### config.mk
export PLATFORM = sky130hd
export DESIGN_NAME = dopr_resolver
export DESIGN_NICKNAME = d
export VERILOG_FILES = /design/src/core/dopr_pkg.sv /design/src/core/dopr_resolver.sv
export SDC_FILE = /design/constraint.sdc
export NUM_CORES = 2
export LEC_CHECK = 0
export BUFFER_PORTS_ARGS = -buffer_cell sky130_fd_sc_hd__buf_2
export CAP_MARGIN = 5
export CORE_MARGIN = 8
export CORE_UTILIZATION = 40
export DETAILED_ROUTE_END_ITERATION = 10
export SETUP_SLACK_MARGIN = 0.2
export SKIP_LAST_GASP = 1
export SLEW_MARGIN = 10
export SYNTH_ARGS = -nofsm -noshare
export SYNTH_HDL_FRONTEND = slang
export SYNTH_SLANG_ARGS = --single-unit
### constraint.sdc
create_clock -name clk_i -period 13.4 [get_ports clk_i]
set_clock_uncertainty 0.1 [all_clocks]
set_input_delay 1.34 -clock clk_i [delete_from_list [all_inputs] [get_ports clk_i]]
set_output_delay 1.34 -clock clk_i [all_outputs]
set_load 0.02 [all_outputs]
### src/core/dopr_pkg.sv
// Constants shared by the doppler resolver design
package dopr_pkg;

    // Window and bin geometry
    localparam int DOPR_NSAMP = 16;      // Samples per integration window
    localparam int DOPR_KMAX = 4;        // Bins span -KMAX .. +KMAX
    localparam int DOPR_Q_W = 3;         // Eight-level sample quantizer
    localparam int DOPR_TW_W = 8;        // Twiddle word width
    localparam int DOPR_ACC_W = 16;      // Partial-sum accumulator width
    localparam int DOPR_SCALE_SH = 5;    // Divide by 2*NSAMP as a shift
    localparam int DOPR_SC_W = DOPR_ACC_W + 1 - DOPR_SCALE_SH;
    localparam int DOPR_PWR_W = 2 * DOPR_SC_W + 1;
    localparam int DOPR_BIN_W = 4;       // Signed bin index width
    localparam int DOPR_BUF_DEPTH = 2;   // Entries in the input buffer
    localparam int DOPR_QUARTER = DOPR_NSAMP / 4;

    // Reset values
    localparam logic [1:0] DOPR_CNT_RST = 2'h0;

    // Sequencer states, one-hot
    typedef enum logic [4:0] {
        DOPR_S_IDLE = 5'h01,
        DOPR_S_FILL = 5'h02,
        DOPR_S_ACC = 5'h04,
        DOPR_S_BIN = 5'h08,
        DOPR_S_DEC = 5'h10
    } dopr_state_t;

endpackage : dopr_pkg

### src/core/dopr_resolver.sv
// Real-time doppler uncertainty resolver with a small input buffer
`timescale 1ns/100ps
`default_nettype none

module dopr_resolver #(
    parameter int NSAMP = dopr_pkg::DOPR_NSAMP,
    parameter int KMAX = dopr_pkg::DOPR_KMAX
) (
    input wire logic clk_i,
    input wire logic rstn_i,
    input wire logic step_start_i,
    input wire logic smp_valid_i,
    input wire logic [dopr_pkg::DOPR_Q_W-1:0] smp_i_i,
    input wire logic [dopr_pkg::DOPR_Q_W-1:0] smp_q_i,
    output logic smp_ready_o,
    input wire logic [dopr_pkg::DOPR_PWR_W-1:0] thresh_i,
    output logic busy_o,
    output logic done_o,
    output logic detect_o,
    output logic step_req_o,
    output logic [dopr_pkg::DOPR_BIN_W-1:0] bin_o,
    output logic [dopr_pkg::DOPR_PWR_W-1:0] peak_o
);

    localparam int QW = dopr_pkg::DOPR_Q_W;
    localparam int AW = dopr_pkg::DOPR_ACC_W;
    localparam int SW = dopr_pkg::DOPR_SC_W;
    localparam int PW = dopr_pkg::DOPR_PWR_W;
    localparam int BW = dopr_pkg::DOPR_BIN_W;
    localparam int LN = $clog2(NSAMP);
    localparam int KW = $clog2(KMAX + 1);

    // The twiddle table is written for one window length only
    if (NSAMP != 16 || KMAX < 1 || KMAX >= NSAMP / 2)
    begin : g_bad_param
        $error("dopr_resolver: unsupported NSAMP or KMAX");
    end

    // Cosine of 2*pi*i/16 scaled to 127
    function automatic logic signed [7:0] cos_lut(input logic [3:0] i);
        logic signed [7:0] v;
        v = 8'h00;
        unique case (i)
            4'h0: v = 8'h7f;
            4'h1: v = 8'h75;
            4'h2: v = 8'h5a;
            4'h3: v = 8'h31;
            4'h4: v = 8'h00;
            4'h5: v = 8'hcf;
            4'h6: v = 8'ha6;
            4'h7: v = 8'h8b;
            4'h8: v = 8'h81;
            4'h9: v = 8'h8b;
            4'ha: v = 8'ha6;
            4'hb: v = 8'hcf;
            4'hc: v = 8'h00;
            4'hd: v = 8'h31;
            4'he: v = 8'h5a;
            4'hf: v = 8'h75;
        endcase
        return v;
    endfunction : cos_lut

    // Two-entry input buffer; draining stalls outside the fill phase
    logic [QW-1:0] bi_q [dopr_pkg::DOPR_BUF_DEPTH];
    logic [QW-1:0] bq_q [dopr_pkg::DOPR_BUF_DEPTH];
    logic [1:0] cnt_q, cnt_d;
    logic wp_q, wp_d, rp_q, rp_d, rdy_q, rdy_d;
    logic push, pop;
    dopr_pkg::dopr_state_t st_q, st_d;

    assign push = smp_valid_i && rdy_q;
    assign pop = (cnt_q != dopr_pkg::DOPR_CNT_RST) && (st_q == dopr_pkg::DOPR_S_FILL);

    // Pointer and fill-level bookkeeping
    always_comb
    begin
        wp_d = wp_q ^ push;
        rp_d = rp_q ^ pop;
        cnt_d = cnt_q + 2'(push) - 2'(pop);
        rdy_d = (cnt_d != 2'(dopr_pkg::DOPR_BUF_DEPTH)); // Full blocks source
    end

    always_ff @(posedge clk_i or negedge rstn_i)
    begin
        if (!rstn_i)
        begin
            cnt_q <= dopr_pkg::DOPR_CNT_RST;
            wp_q <= 1'b0;
            rp_q <= 1'b0;
            rdy_q <= 1'b1;
        end
        else
        begin
            cnt_q <= cnt_d;
            wp_q <= wp_d;
            rp_q <= rp_d;
            rdy_q <= rdy_d;
        end
    end

    // Buffer entries: storage only, no reset needed
    for (genvar e = 0; e < dopr_pkg::DOPR_BUF_DEPTH; e++)
    begin : g_buf
        always_ff @(posedge clk_i)
        begin
            if (push && wp_q == 1'(e))
            begin
                bi_q[e] <= smp_i_i;
                bq_q[e] <= smp_q_i;
            end
        end
    end

    // Window memory for one integration window of I and Q samples
    logic signed [QW-1:0] mi_q [NSAMP];
    logic signed [QW-1:0] mq_q [NSAMP];
    logic [LN-1:0] widx_q, widx_d;

    always_ff @(posedge clk_i)
    begin
        if (pop)
        begin
            mi_q[widx_q] <= bi_q[rp_q];
            mq_q[widx_q] <= bq_q[rp_q];
        end
    end

    // Sequencer and accumulator state
    logic [KW-1:0] k_q, k_d;
    logic [LN-1:0] m_q, m_d, ph_q, ph_d;
    logic signed [AW-1:0] icos_q, icos_d, isin_q, isin_d;
    logic signed [AW-1:0] qcos_q, qcos_d, qsin_q, qsin_d;
    logic [PW-1:0] best_q, best_d, peak_q, peak_d;
    logic signed [BW-1:0] bbin_q, bbin_d, bin_q, bin_d;
    logic det_q, det_d, stp_q, stp_d, done_q, done_d, busy_q, busy_d;
    logic signed [7:0] cw, sw;
    logic signed [AW:0] a_raw, bp_raw, bm_raw;
    logic signed [SW-1:0] a_s, bp_s, bm_s;
    logic [PW-1:0] pp, pm;

    // Twiddles; sine is cosine a quarter turn back
    assign cw = cos_lut(4'(ph_q));
    assign sw = cos_lut(4'(ph_q - LN'(dopr_pkg::DOPR_QUARTER)));

    // Coefficients shared by bins +k and -k, scaled by 1/(2RT)
    always_comb
    begin
        a_raw = (AW+1)'(icos_q) + (AW+1)'(qsin_q);
        bp_raw = (AW+1)'(qcos_q) + (AW+1)'(isin_q);
        bm_raw = (AW+1)'(qcos_q) - (AW+1)'(isin_q);
        a_s = SW'(a_raw >>> dopr_pkg::DOPR_SCALE_SH);
        bp_s = SW'(bp_raw >>> dopr_pkg::DOPR_SCALE_SH);
        bm_s = SW'(bm_raw >>> dopr_pkg::DOPR_SCALE_SH);
        // Widen before squaring so the product keeps every bit
        pp = unsigned'(PW'(a_s) * PW'(a_s) + PW'(bp_s) * PW'(bp_s));
        pm = unsigned'(PW'(a_s) * PW'(a_s) + PW'(bm_s) * PW'(bm_s));
    end

    // Next-state logic: fill window, sweep bins, decide
    always_comb
    begin
        st_d = st_q;
        widx_d = widx_q;
        k_d = k_q;
        m_d = m_q;
        ph_d = ph_q;
        icos_d = icos_q;
        isin_d = isin_q;
        qcos_d = qcos_q;
        qsin_d = qsin_q;
        best_d = best_q;
        bbin_d = bbin_q;
        det_d = det_q;
        stp_d = 1'b0;
        done_d = 1'b0;
        peak_d = peak_q;
        bin_d = bin_q;
        busy_d = busy_q;
        unique case (st_q)
            dopr_pkg::DOPR_S_IDLE:
            begin
                if (step_start_i)
                begin
                    st_d = dopr_pkg::DOPR_S_FILL;
                    widx_d = '0;
                    best_d = '0;
                    bbin_d = '0;
                    det_d = 1'b0;
                    busy_d = 1'b1;
                end
            end
            dopr_pkg::DOPR_S_FILL:
            begin
                if (pop)
                begin
                    widx_d = widx_q + 1'b1;
                    if (widx_q == LN'(NSAMP - 1))
                    begin
                        st_d = dopr_pkg::DOPR_S_ACC;
                        k_d = '0;
                        m_d = '0;
                        ph_d = '0;
                        icos_d = '0;
                        isin_d = '0;
                        qcos_d = '0;
                        qsin_d = '0;
                    end
                end
            end
            dopr_pkg::DOPR_S_ACC:
            begin
                // One sample per cycle; phase steps by k for m = 1..RT
                icos_d = icos_q + AW'(mi_q[m_q]) * AW'(cw);
                qsin_d = qsin_q + AW'(mq_q[m_q]) * AW'(sw);
                qcos_d = qcos_q + AW'(mq_q[m_q]) * AW'(cw);
                isin_d = isin_q + AW'(mi_q[m_q]) * AW'(sw);
                m_d = m_q + 1'b1;
                ph_d = ph_q + LN'(k_q);
                if (m_q == LN'(NSAMP - 1))
                begin
                    st_d = dopr_pkg::DOPR_S_BIN;
                end
            end
            dopr_pkg::DOPR_S_BIN:
            begin
                // Strict compare keeps the first bin on a tie
                if (pp > best_d)
                begin
                    best_d = pp;
                    bbin_d = BW'(k_q);
                end
                if (pm > best_d)
                begin
                    best_d = pm;
                    bbin_d = -BW'(k_q);
                end
                if (k_q == KW'(KMAX))
                begin
                    st_d = dopr_pkg::DOPR_S_DEC;
                end
                else
                begin
                    st_d = dopr_pkg::DOPR_S_ACC;
                    k_d = k_q + 1'b1;
                    m_d = '0;
                    ph_d = LN'(k_q + 1'b1); // First sample is m = 1
                    icos_d = '0;
                    isin_d = '0;
                    qcos_d = '0;
                    qsin_d = '0;
                end
            end
            dopr_pkg::DOPR_S_DEC:
            begin
                det_d = (best_q > thresh_i);
                stp_d = !(best_q > thresh_i);
                peak_d = best_q;
                bin_d = bbin_q;
                done_d = 1'b1;
                busy_d = 1'b0;
                st_d = dopr_pkg::DOPR_S_IDLE;
            end
            default:
            begin
                st_d = dopr_pkg::DOPR_S_IDLE;
                busy_d = 1'b0;
            end
        endcase
    end

    // Register the sequencer state
    always_ff @(posedge clk_i or negedge rstn_i)
    begin
        if (!rstn_i)
        begin
            st_q <= dopr_pkg::DOPR_S_IDLE;
            widx_q <= '0;
            k_q <= '0;
            m_q <= '0;
            ph_q <= '0;
            icos_q <= '0;
            isin_q <= '0;
            qcos_q <= '0;
            qsin_q <= '0;
            best_q <= '0;
            bbin_q <= '0;
            det_q <= 1'b0;
            stp_q <= 1'b0;
            done_q <= 1'b0;
            busy_q <= 1'b0;
            peak_q <= '0;
            bin_q <= '0;
        end
        else
        begin
            st_q <= st_d;
            widx_q <= widx_d;
            k_q <= k_d;
            m_q <= m_d;
            ph_q <= ph_d;
            icos_q <= icos_d;
            isin_q <= isin_d;
            qcos_q <= qcos_d;
            qsin_q <= qsin_d;
            best_q <= best_d;
            bbin_q <= bbin_d;
            det_q <= det_d;
            stp_q <= stp_d;
            done_q <= done_d;
            busy_q <= busy_d;
            peak_q <= peak_d;
            bin_q <= bin_d;
        end
    end

    // Outputs straight from flip-flops
    assign smp_ready_o = rdy_q;
    assign busy_o = busy_q;
    assign done_o = done_q;
    assign detect_o = det_q;
    assign step_req_o = stp_q;
    assign bin_o = bin_q;
    assign peak_o = peak_q;
endmodule : dopr_resolver

`default_nettype wire

; Word-level counts from Yosys, hierarchy flattened
; Memories as Yosys holds them, arrays and structs flattened.
; Cells that the tools add are included.
[totals]
romBits = 256
word_cells = 148
out_inout_bits = 34
in_bits = 35
ram_bits = 108
mem_count = 6
reg_bits = 151
[op_classes]
n_mul = 7
magnitude_cmp = 3
n_eq_ne = 15
reduce_logical = 22
n_bitwise = 4
n_mux = 52
n_addsub = 18
[mem_list]
columns = name, words, width, rd, rd_clocked_by_memory_dff, wr, line_no
row1 = (no name shown), 16, 8, 1, 0, 0, dopr_resolver.sv:43  ; unique case (i)
row2 = (no name shown), 16, 8, 1, 0, 0, dopr_resolver.sv:43
row3 = mi_q, 16, 3, 1, 0, 1, dopr_resolver.sv:116  ; logic signed [QW-1:0] mi_q [NSAMP];
row4 = mq_q, 16, 3, 1, 0, 1, dopr_resolver.sv:117  ; logic signed [QW-1:0] mq_q [NSAMP];
row5 = bi_q, 2, 3, 1, 0, 1, dopr_resolver.sv:65  ; logic [QW-1:0] bi_q [dopr_pkg::DOPR_BUF_DEPTH];
row6 = bq_q, 2, 3, 1, 0, 1, dopr_resolver.sv:66  ; logic [QW-1:0] bq_q [dopr_pkg::DOPR_BUF_DEPTH];
[ops]
columns = cell, n
row1 = $pmux 16 s3, 4
row2 = $mux 25, 4
row3 = $gt 25x25->1, 3
row4 = $mul 12x12->24, 3
row5 = $add 16x11->16, 4
row6 = $add 24x24->25, 2
row7 = $pmux 25 s2, 1
row8 = $mux 16, 3
row9 = $mul 3x8->11, 4
row10 = $add 16x16->17, 2
row11 = $mux 4, 8
row12 = $mux 5, 5
row13 = $pmux 4 s3, 2
row14 = $pmux 5 s4, 1
row15 = $sub 16x16->17, 1
row16 = $pmux 4 s2, 2
row17 = $mux 3, 5
row18 = $mux 1, 14
row19 = $reduce_and 4->1, 3
row20 = $ne 2x2->1 const B, 5
row21 = $reduce_bool 2->1, 5
row22 = $reduce_or 3->1, 3
row23 = $add 4x1->4 const B, 2
row24 = $eq 4x4->1 const B, 2
row25 = 24 further kinds, 33

; Logic depth before layout (Yosys ltp)
[depth]
depth_word = 9
mapped_depth = 66
mapped_depth_nobuf = 62

; Least setup slack after synthesis
; Ideal clock, no wire load.
[synth_path]
path_kind = flip-flop to flip-flop
from = reg icos_q[4]
to = reg best_q[4]
arrival_ps = 13921
stages_incl_launch_ff = 63
period_less_slack_ps = 14142
slack_ps = -742
n_path_buf = 4
cell_sequence = dfrtp_1 > ha_1 > a21o_1 > a21oi_1 > o221ai_1 > and3_1 > a41o_1 > a21oi_1 > o21bai_1 > xor2_1 > inv_2 > nor2_1 > fa_1 > fa_1 > inv_1 > fa_1 > inv_1 > fa_1 > [27 not listed] > nor2_1 > inv_1 > nor4_1 > a21oi_1 > buf_4 > buf_4 > mux2i_1 > ha_1 > a211oi_1 > nand2_1 > a2111oi_0 > a21oi_1 > o31ai_1 > a21o_1 > buf_4 > buf_2 > nand2_1 > a32o_1
[synth_via]
elab_chain_len = 9
elab_cells_between_ends = 10
classes_between = add/sub: 3 / mul: 1 / order compare: 2 / mux: 4
[synth_rtl]
columns = element, line_no
row1 = "start, declared", dopr_resolver.sv:132  ; logic signed [AW-1:0] icos_q, icos_d, isin_q, isin_d;
row2 = "start signal, assigned", dopr_resolver.sv:302  ; icos_q <= icos_d;
row3 = $add 16x16->17 (*), dopr_resolver.sv:149  ; a_raw = (AW+1)'(icos_q) + (AW+1)'(qsin_q);
row4 = $mul 12x12->24 (*), "dopr_resolver.sv:156, dopr_resolver.sv:157"
row5 = $add 24x24->25, dopr_resolver.sv:156  ; pp = unsigned'(PW'(a_s) * PW'(a_s) + PW'(bp_s) * PW'(bp_s));
row6 = $gt 25x25->1, dopr_resolver.sv:228  ; if (pp > best_d)
row7 = $mux 25, dopr_resolver.sv:228
row8 = $mux 25, dopr_resolver.sv:180  ; unique case (st_q)
row9 = $gt 25x25->1, dopr_resolver.sv:233  ; if (pm > best_d)
row10 = $mux 25 (*), dopr_resolver.sv:233
row11 = $pmux 25 s2 (*), dopr_resolver.sv:180
row12 = "end signal, assigned", dopr_resolver.sv:306  ; best_q <= best_d;
row13 = "end, declared", dopr_resolver.sv:134  ; logic [PW-1:0] best_q, best_d, peak_q, peak_d;
; Every way passes the cells marked *; elsewhere a longest branch is shown, timed or not. The select of a mux whose other input is x is not followed.
; A chain may end at the register's enable or synchronous reset.

; Worst setup path after layout
[layout_path]
from = reg qsin_q[1]
to = reg best_q[6]
[layout_via]
elab_chain_len = 9
elab_cells_between_ends = 10
classes_between = add/sub: 3 / mul: 1 / order compare: 2 / mux: 4
[layout_rtl]
columns = element, line_no
row1 = "start, declared", dopr_resolver.sv:133  ; logic signed [AW-1:0] qcos_q, qcos_d, qsin_q, qsin_d;
row2 = "start signal, assigned", dopr_resolver.sv:305  ; qsin_q <= qsin_d;
row3 = $add 16x16->17 (*), dopr_resolver.sv:149
row4 = $mul 12x12->24 (*), "dopr_resolver.sv:156, dopr_resolver.sv:157"
row5 = $add 24x24->25, dopr_resolver.sv:156
row6 = $gt 25x25->1, dopr_resolver.sv:228
row7 = $mux 25, dopr_resolver.sv:228
row8 = $mux 25, dopr_resolver.sv:180
row9 = $gt 25x25->1, dopr_resolver.sv:233
row10 = $mux 25 (*), dopr_resolver.sv:233
row11 = $pmux 25 s2 (*), dopr_resolver.sv:180
; Marked as above.

==> run_results.csv <==
group,metric,value,unit
grt,grt_pass1_wl,145,mm
grt,grt_start_max_net_pins,85,
grt,first_global_vias,27400,
cells_and_area,antenna_cells,0,
timing,finalSetupViolCount,29,
timing,max_clock_freq,0.0712,GHz
yosys,post_synthesis_net_count,4639,
yosys,synth_largest_type_area_fraction,28.4,%
floorplan,die_w,315,um
place,post_dp_cell_area,0.0398,mm2
floorplan,die_h,315,um
timing,finalCriticalPeriod,14040,ps
yosys,synth.cells.most_frequent,"inv_1 (706), fa_1 (507), ha_1 (457)",
yosys,synth-xor-area-share,4.31,%
grt,grt_util_all_layers,18.1,%
yosys,yosys.area_share.adder,44.4,%
cells_and_area,n_fill_cell,8140,
clock_tree,ctsHtreeMaxLevel,1,
clock_tree,worst_skew_pair.late_latency,610,ps
yosys,synth_simple_gate_area_share,10.5,%
floorplan,area_of_the_core,0.0885,mm2
yosys,seq_area_frac_synth,19.6,%
yosys,number_of_register_bits_inferred_by_synthesis,259,
timing,report.final.hold_viol_count,0,
floorplan,fp-row-count,109,
yosys,netlist_top_cells_area,"fa_1 (28%), ha_1 (16%), dfrtp_1 (10%)",
cells_and_area,drive_above_1_share,19.2,%
route,routed_via_count,26200,
clock_tree,clk_transition_reported_paths,70,ps
grt,global_route.overflow_total,0,
floorplan,fp.dieArea,0.0992,mm2
clock_tree,cts-buffers-inserted,30,
place,place.gp.congestion,0.913,
setup_path,path_buf_inv,17,
route,drt-initial-drc-count,1321,
timing,slew_viol_final,0,
timing,headroom_to_the_max_slew_limit,21.7,%
setup_path,cp_slowest_stage_delay,550,ps
yosys,synth_largest_area_cell,"fa_1",
yosys,ys_warns,0,
yosys,post_synth_mux_area_share,3.00,%
setup_path,critical-path-top-cell-by-count,"fa_1",
floorplan,initial_core_util,40.4,%
clock_tree,holdBufCountCts,0,
run,max_cap_viol_count,0,
clock_tree,cts.sinks,259,
yosys,avgSynthCellArea,9.82,um2
yosys,synth_cell_types,85,
setup_path,worst_ep_arrival_time,14450,ps
run_status,result_of_the_run,"finished, violations left",
route,drt_wirelength,89.0,mm
place,io_buffer_count,68,
route,postRouteAntennaNets,0,
yosys,yosys.cell_count.top_type,"inv_1",
clock_tree,clk_path_buf_depth,3,
clock_tree,clockRootBuffer,"clkbuf_16",
run_status,violations,"setup timing",
timing,timing_worst_slew_pin_value,1160,ps
yosys,netlist_instances,3640,
route,route.detailed.wl_per_inst,17.1,um
timing,final.setup.worst_slack,-640,ps
place,dp_hpwl,72.2,mm
timing,final.period_utilization,105,%
grt,grt_antenna_before_repair,0,
setup_path,critical-path-slowest-cell,"fa_1",
setup_path,critPathRequiredTime,13810,ps
setup_path,timing.critical_path.to_type,"register",
setup_path,worst-path-max-fanout,10,
cells_and_area,final_net_count,5027,
cells_and_area,layout.cell_area.non_filler,0.0426,mm2
yosys,ys.flop_type,"dfrtp_1",
hold_path,min-delay-path-class,"reg -> reg",
clock_tree,clock_tree_from_tritoncts,"yes",
yosys,dominant_combinational_cell_family_by_area_after_synthesis,"adder cells",
route,dr.pass1.iters,7,
timing,rsz0062_at_grt,"true",
yosys,synthesized_area_fraction_occupied_by_ao_oa_aoi_and_oai_cells,9.48,%
yosys,edff_count_synth,108,
setup_path,worst_path_dominant_cell_family,"adder cells",
route,post_drt_via_cell_ratio,5.02,
cells_and_area,finalCoreUtilization,48.1,%
route,route.detailed.drc,0,
cells_and_area,area_delta_synth_final,19.0,%
yosys,synth_async_sr_flop_share,58.3,%
setup_path,startpoint_type,"register",
floorplan,boundaryPins,69,
yosys,post_synth_instance_area,0.0358,mm2
setup_path,timing_worst_setup_path_type,"reg -> reg",
[routing by layer]
metal | vias up | global-route usage, % | wire length (um)
li1 | 12500 | - | -
met1 | 13000 | 24.4 | 38900
met2 | 530 | 30.6 | 43100
met3 | 122 | 2.44 | 4390
met4 | 0 | 5.03 | 2620
met5 | - | 0 | 0
[flip-flops by register name, summed over array words and instances (netlist names), 2 cells and up]
register and flops:
st_q 5, k_q 3, qcos_q 16, isin_q 16, mi_q 48, peak_o 25, cnt_q 2, mq_q 48
m_q 4, bbin_q 4, bin_o 4, bi_q 6, icos_q 16, best_q 25, widx_q 4, ph_q 4
qsin_q 16, bq_q 6
[repair_timing]
action / in CTS / in global routing
cloned: 1 / 0
pin swaps: 90 / 72
endpoints found under the hold margin: 0 / 0
endpoints found under the setup margin: 29 / 29
buffers inserted: 47 / 28
resized for setup: 140 / 100
[placed cells by master (no fill, tap or decap), drive strengths merged, types with 7 or more instances in the layout]
cell type / instances
fa: 507
a31oi: 16
ha: 457
inv: 721
nand2: 345
edfxtp: 108
a21oi: 111
or3: 8
xor2: 61
o21a: 32
a21o: 51
o211ai: 10
nand4: 19
clkinv: 17
mux4: 31
nor4: 8
dfrtp: 149
o21ai: 137
mux2i: 26
and3: 18
a211oi: 24
nand3: 34
nor2: 260
nor3: 28
or2: 19
o31ai: 20
nand3b: 7
nand2b: 34
clkbuf: 35
xnor2: 109
buf: 443
or4: 7
o22ai: 37
and2: 20
nor2b: 37
mux2: 10
o21bai: 22
[worst paths after layout]
check / slack [ps] / start / end / cells past startpoint
max in group asynchronous: 10710 / rstn_i / peak_o[12] / 3
min reg2reg: 350 / bbin_q[1] / bin_o[1] / 2
max: -640 / qsin_q[1] / best_q[6] / 68
min in group asynchronous: 600 / rstn_i / isin_q[13] / 1
min: 350 / bbin_q[1] / bin_o[1] / 2
max reg2reg: -640 / qsin_q[1] / best_q[6] / 68
[logic make-up (layout without fill, tap and decap cells)]
family | Yosys count | in the layout
XOR/XNOR | 170 | 170
buffers and inverters | 814 | 1226
adder cells (fa/ha/maj) | 964 | 964
AO/OA/AOI/OAI | 516 | 516
multiplexers | 67 | 67
flip-flops | 259 | 259
AND/OR/NAND/NOR | 850 | 850
[stage by stage]
stage	hold slack, ps	TNS, ps	cells	worst slack, ps
2_1_floorplan	339	0	3640	221
3_3_place_gp	354	-17500	5085	-688
3_5_place_dp	359	-23640	5085	-863
4_1_cts	362	-9640	5189	-379
5_1_grt	364	-31580	5217	-1160
6_report	350	-16680	5217	-640
[worst register-to-register path, delay by kind of cell, from the launching register on]
family                     cells  cell delay (ps)
xor gates and xnor gates       3              370
and+or+nand+nor                7              950
DFF                            1              380
adders and majority gates     15             6010
muxes                          1              250
buffers and inverters         17             1610
AOI/OAI and AO/OA             25             4340
[area by class of cell]
type	instances	area [um2]	area share, %
inverters	727	2750	6.47
clock buffers	35	779	1.83
repair buffers	443	3350	7.86
clock inverters	21	300	0.706
multi-input cells	2567	26900	63.2
well taps	1165	1460	3.43
flip-flops and latches	259	7020	16.5
Power is left out: the tool's default activity adds up to more than one toggle a clock period on the data nets, which glitch-free logic cannot reach.
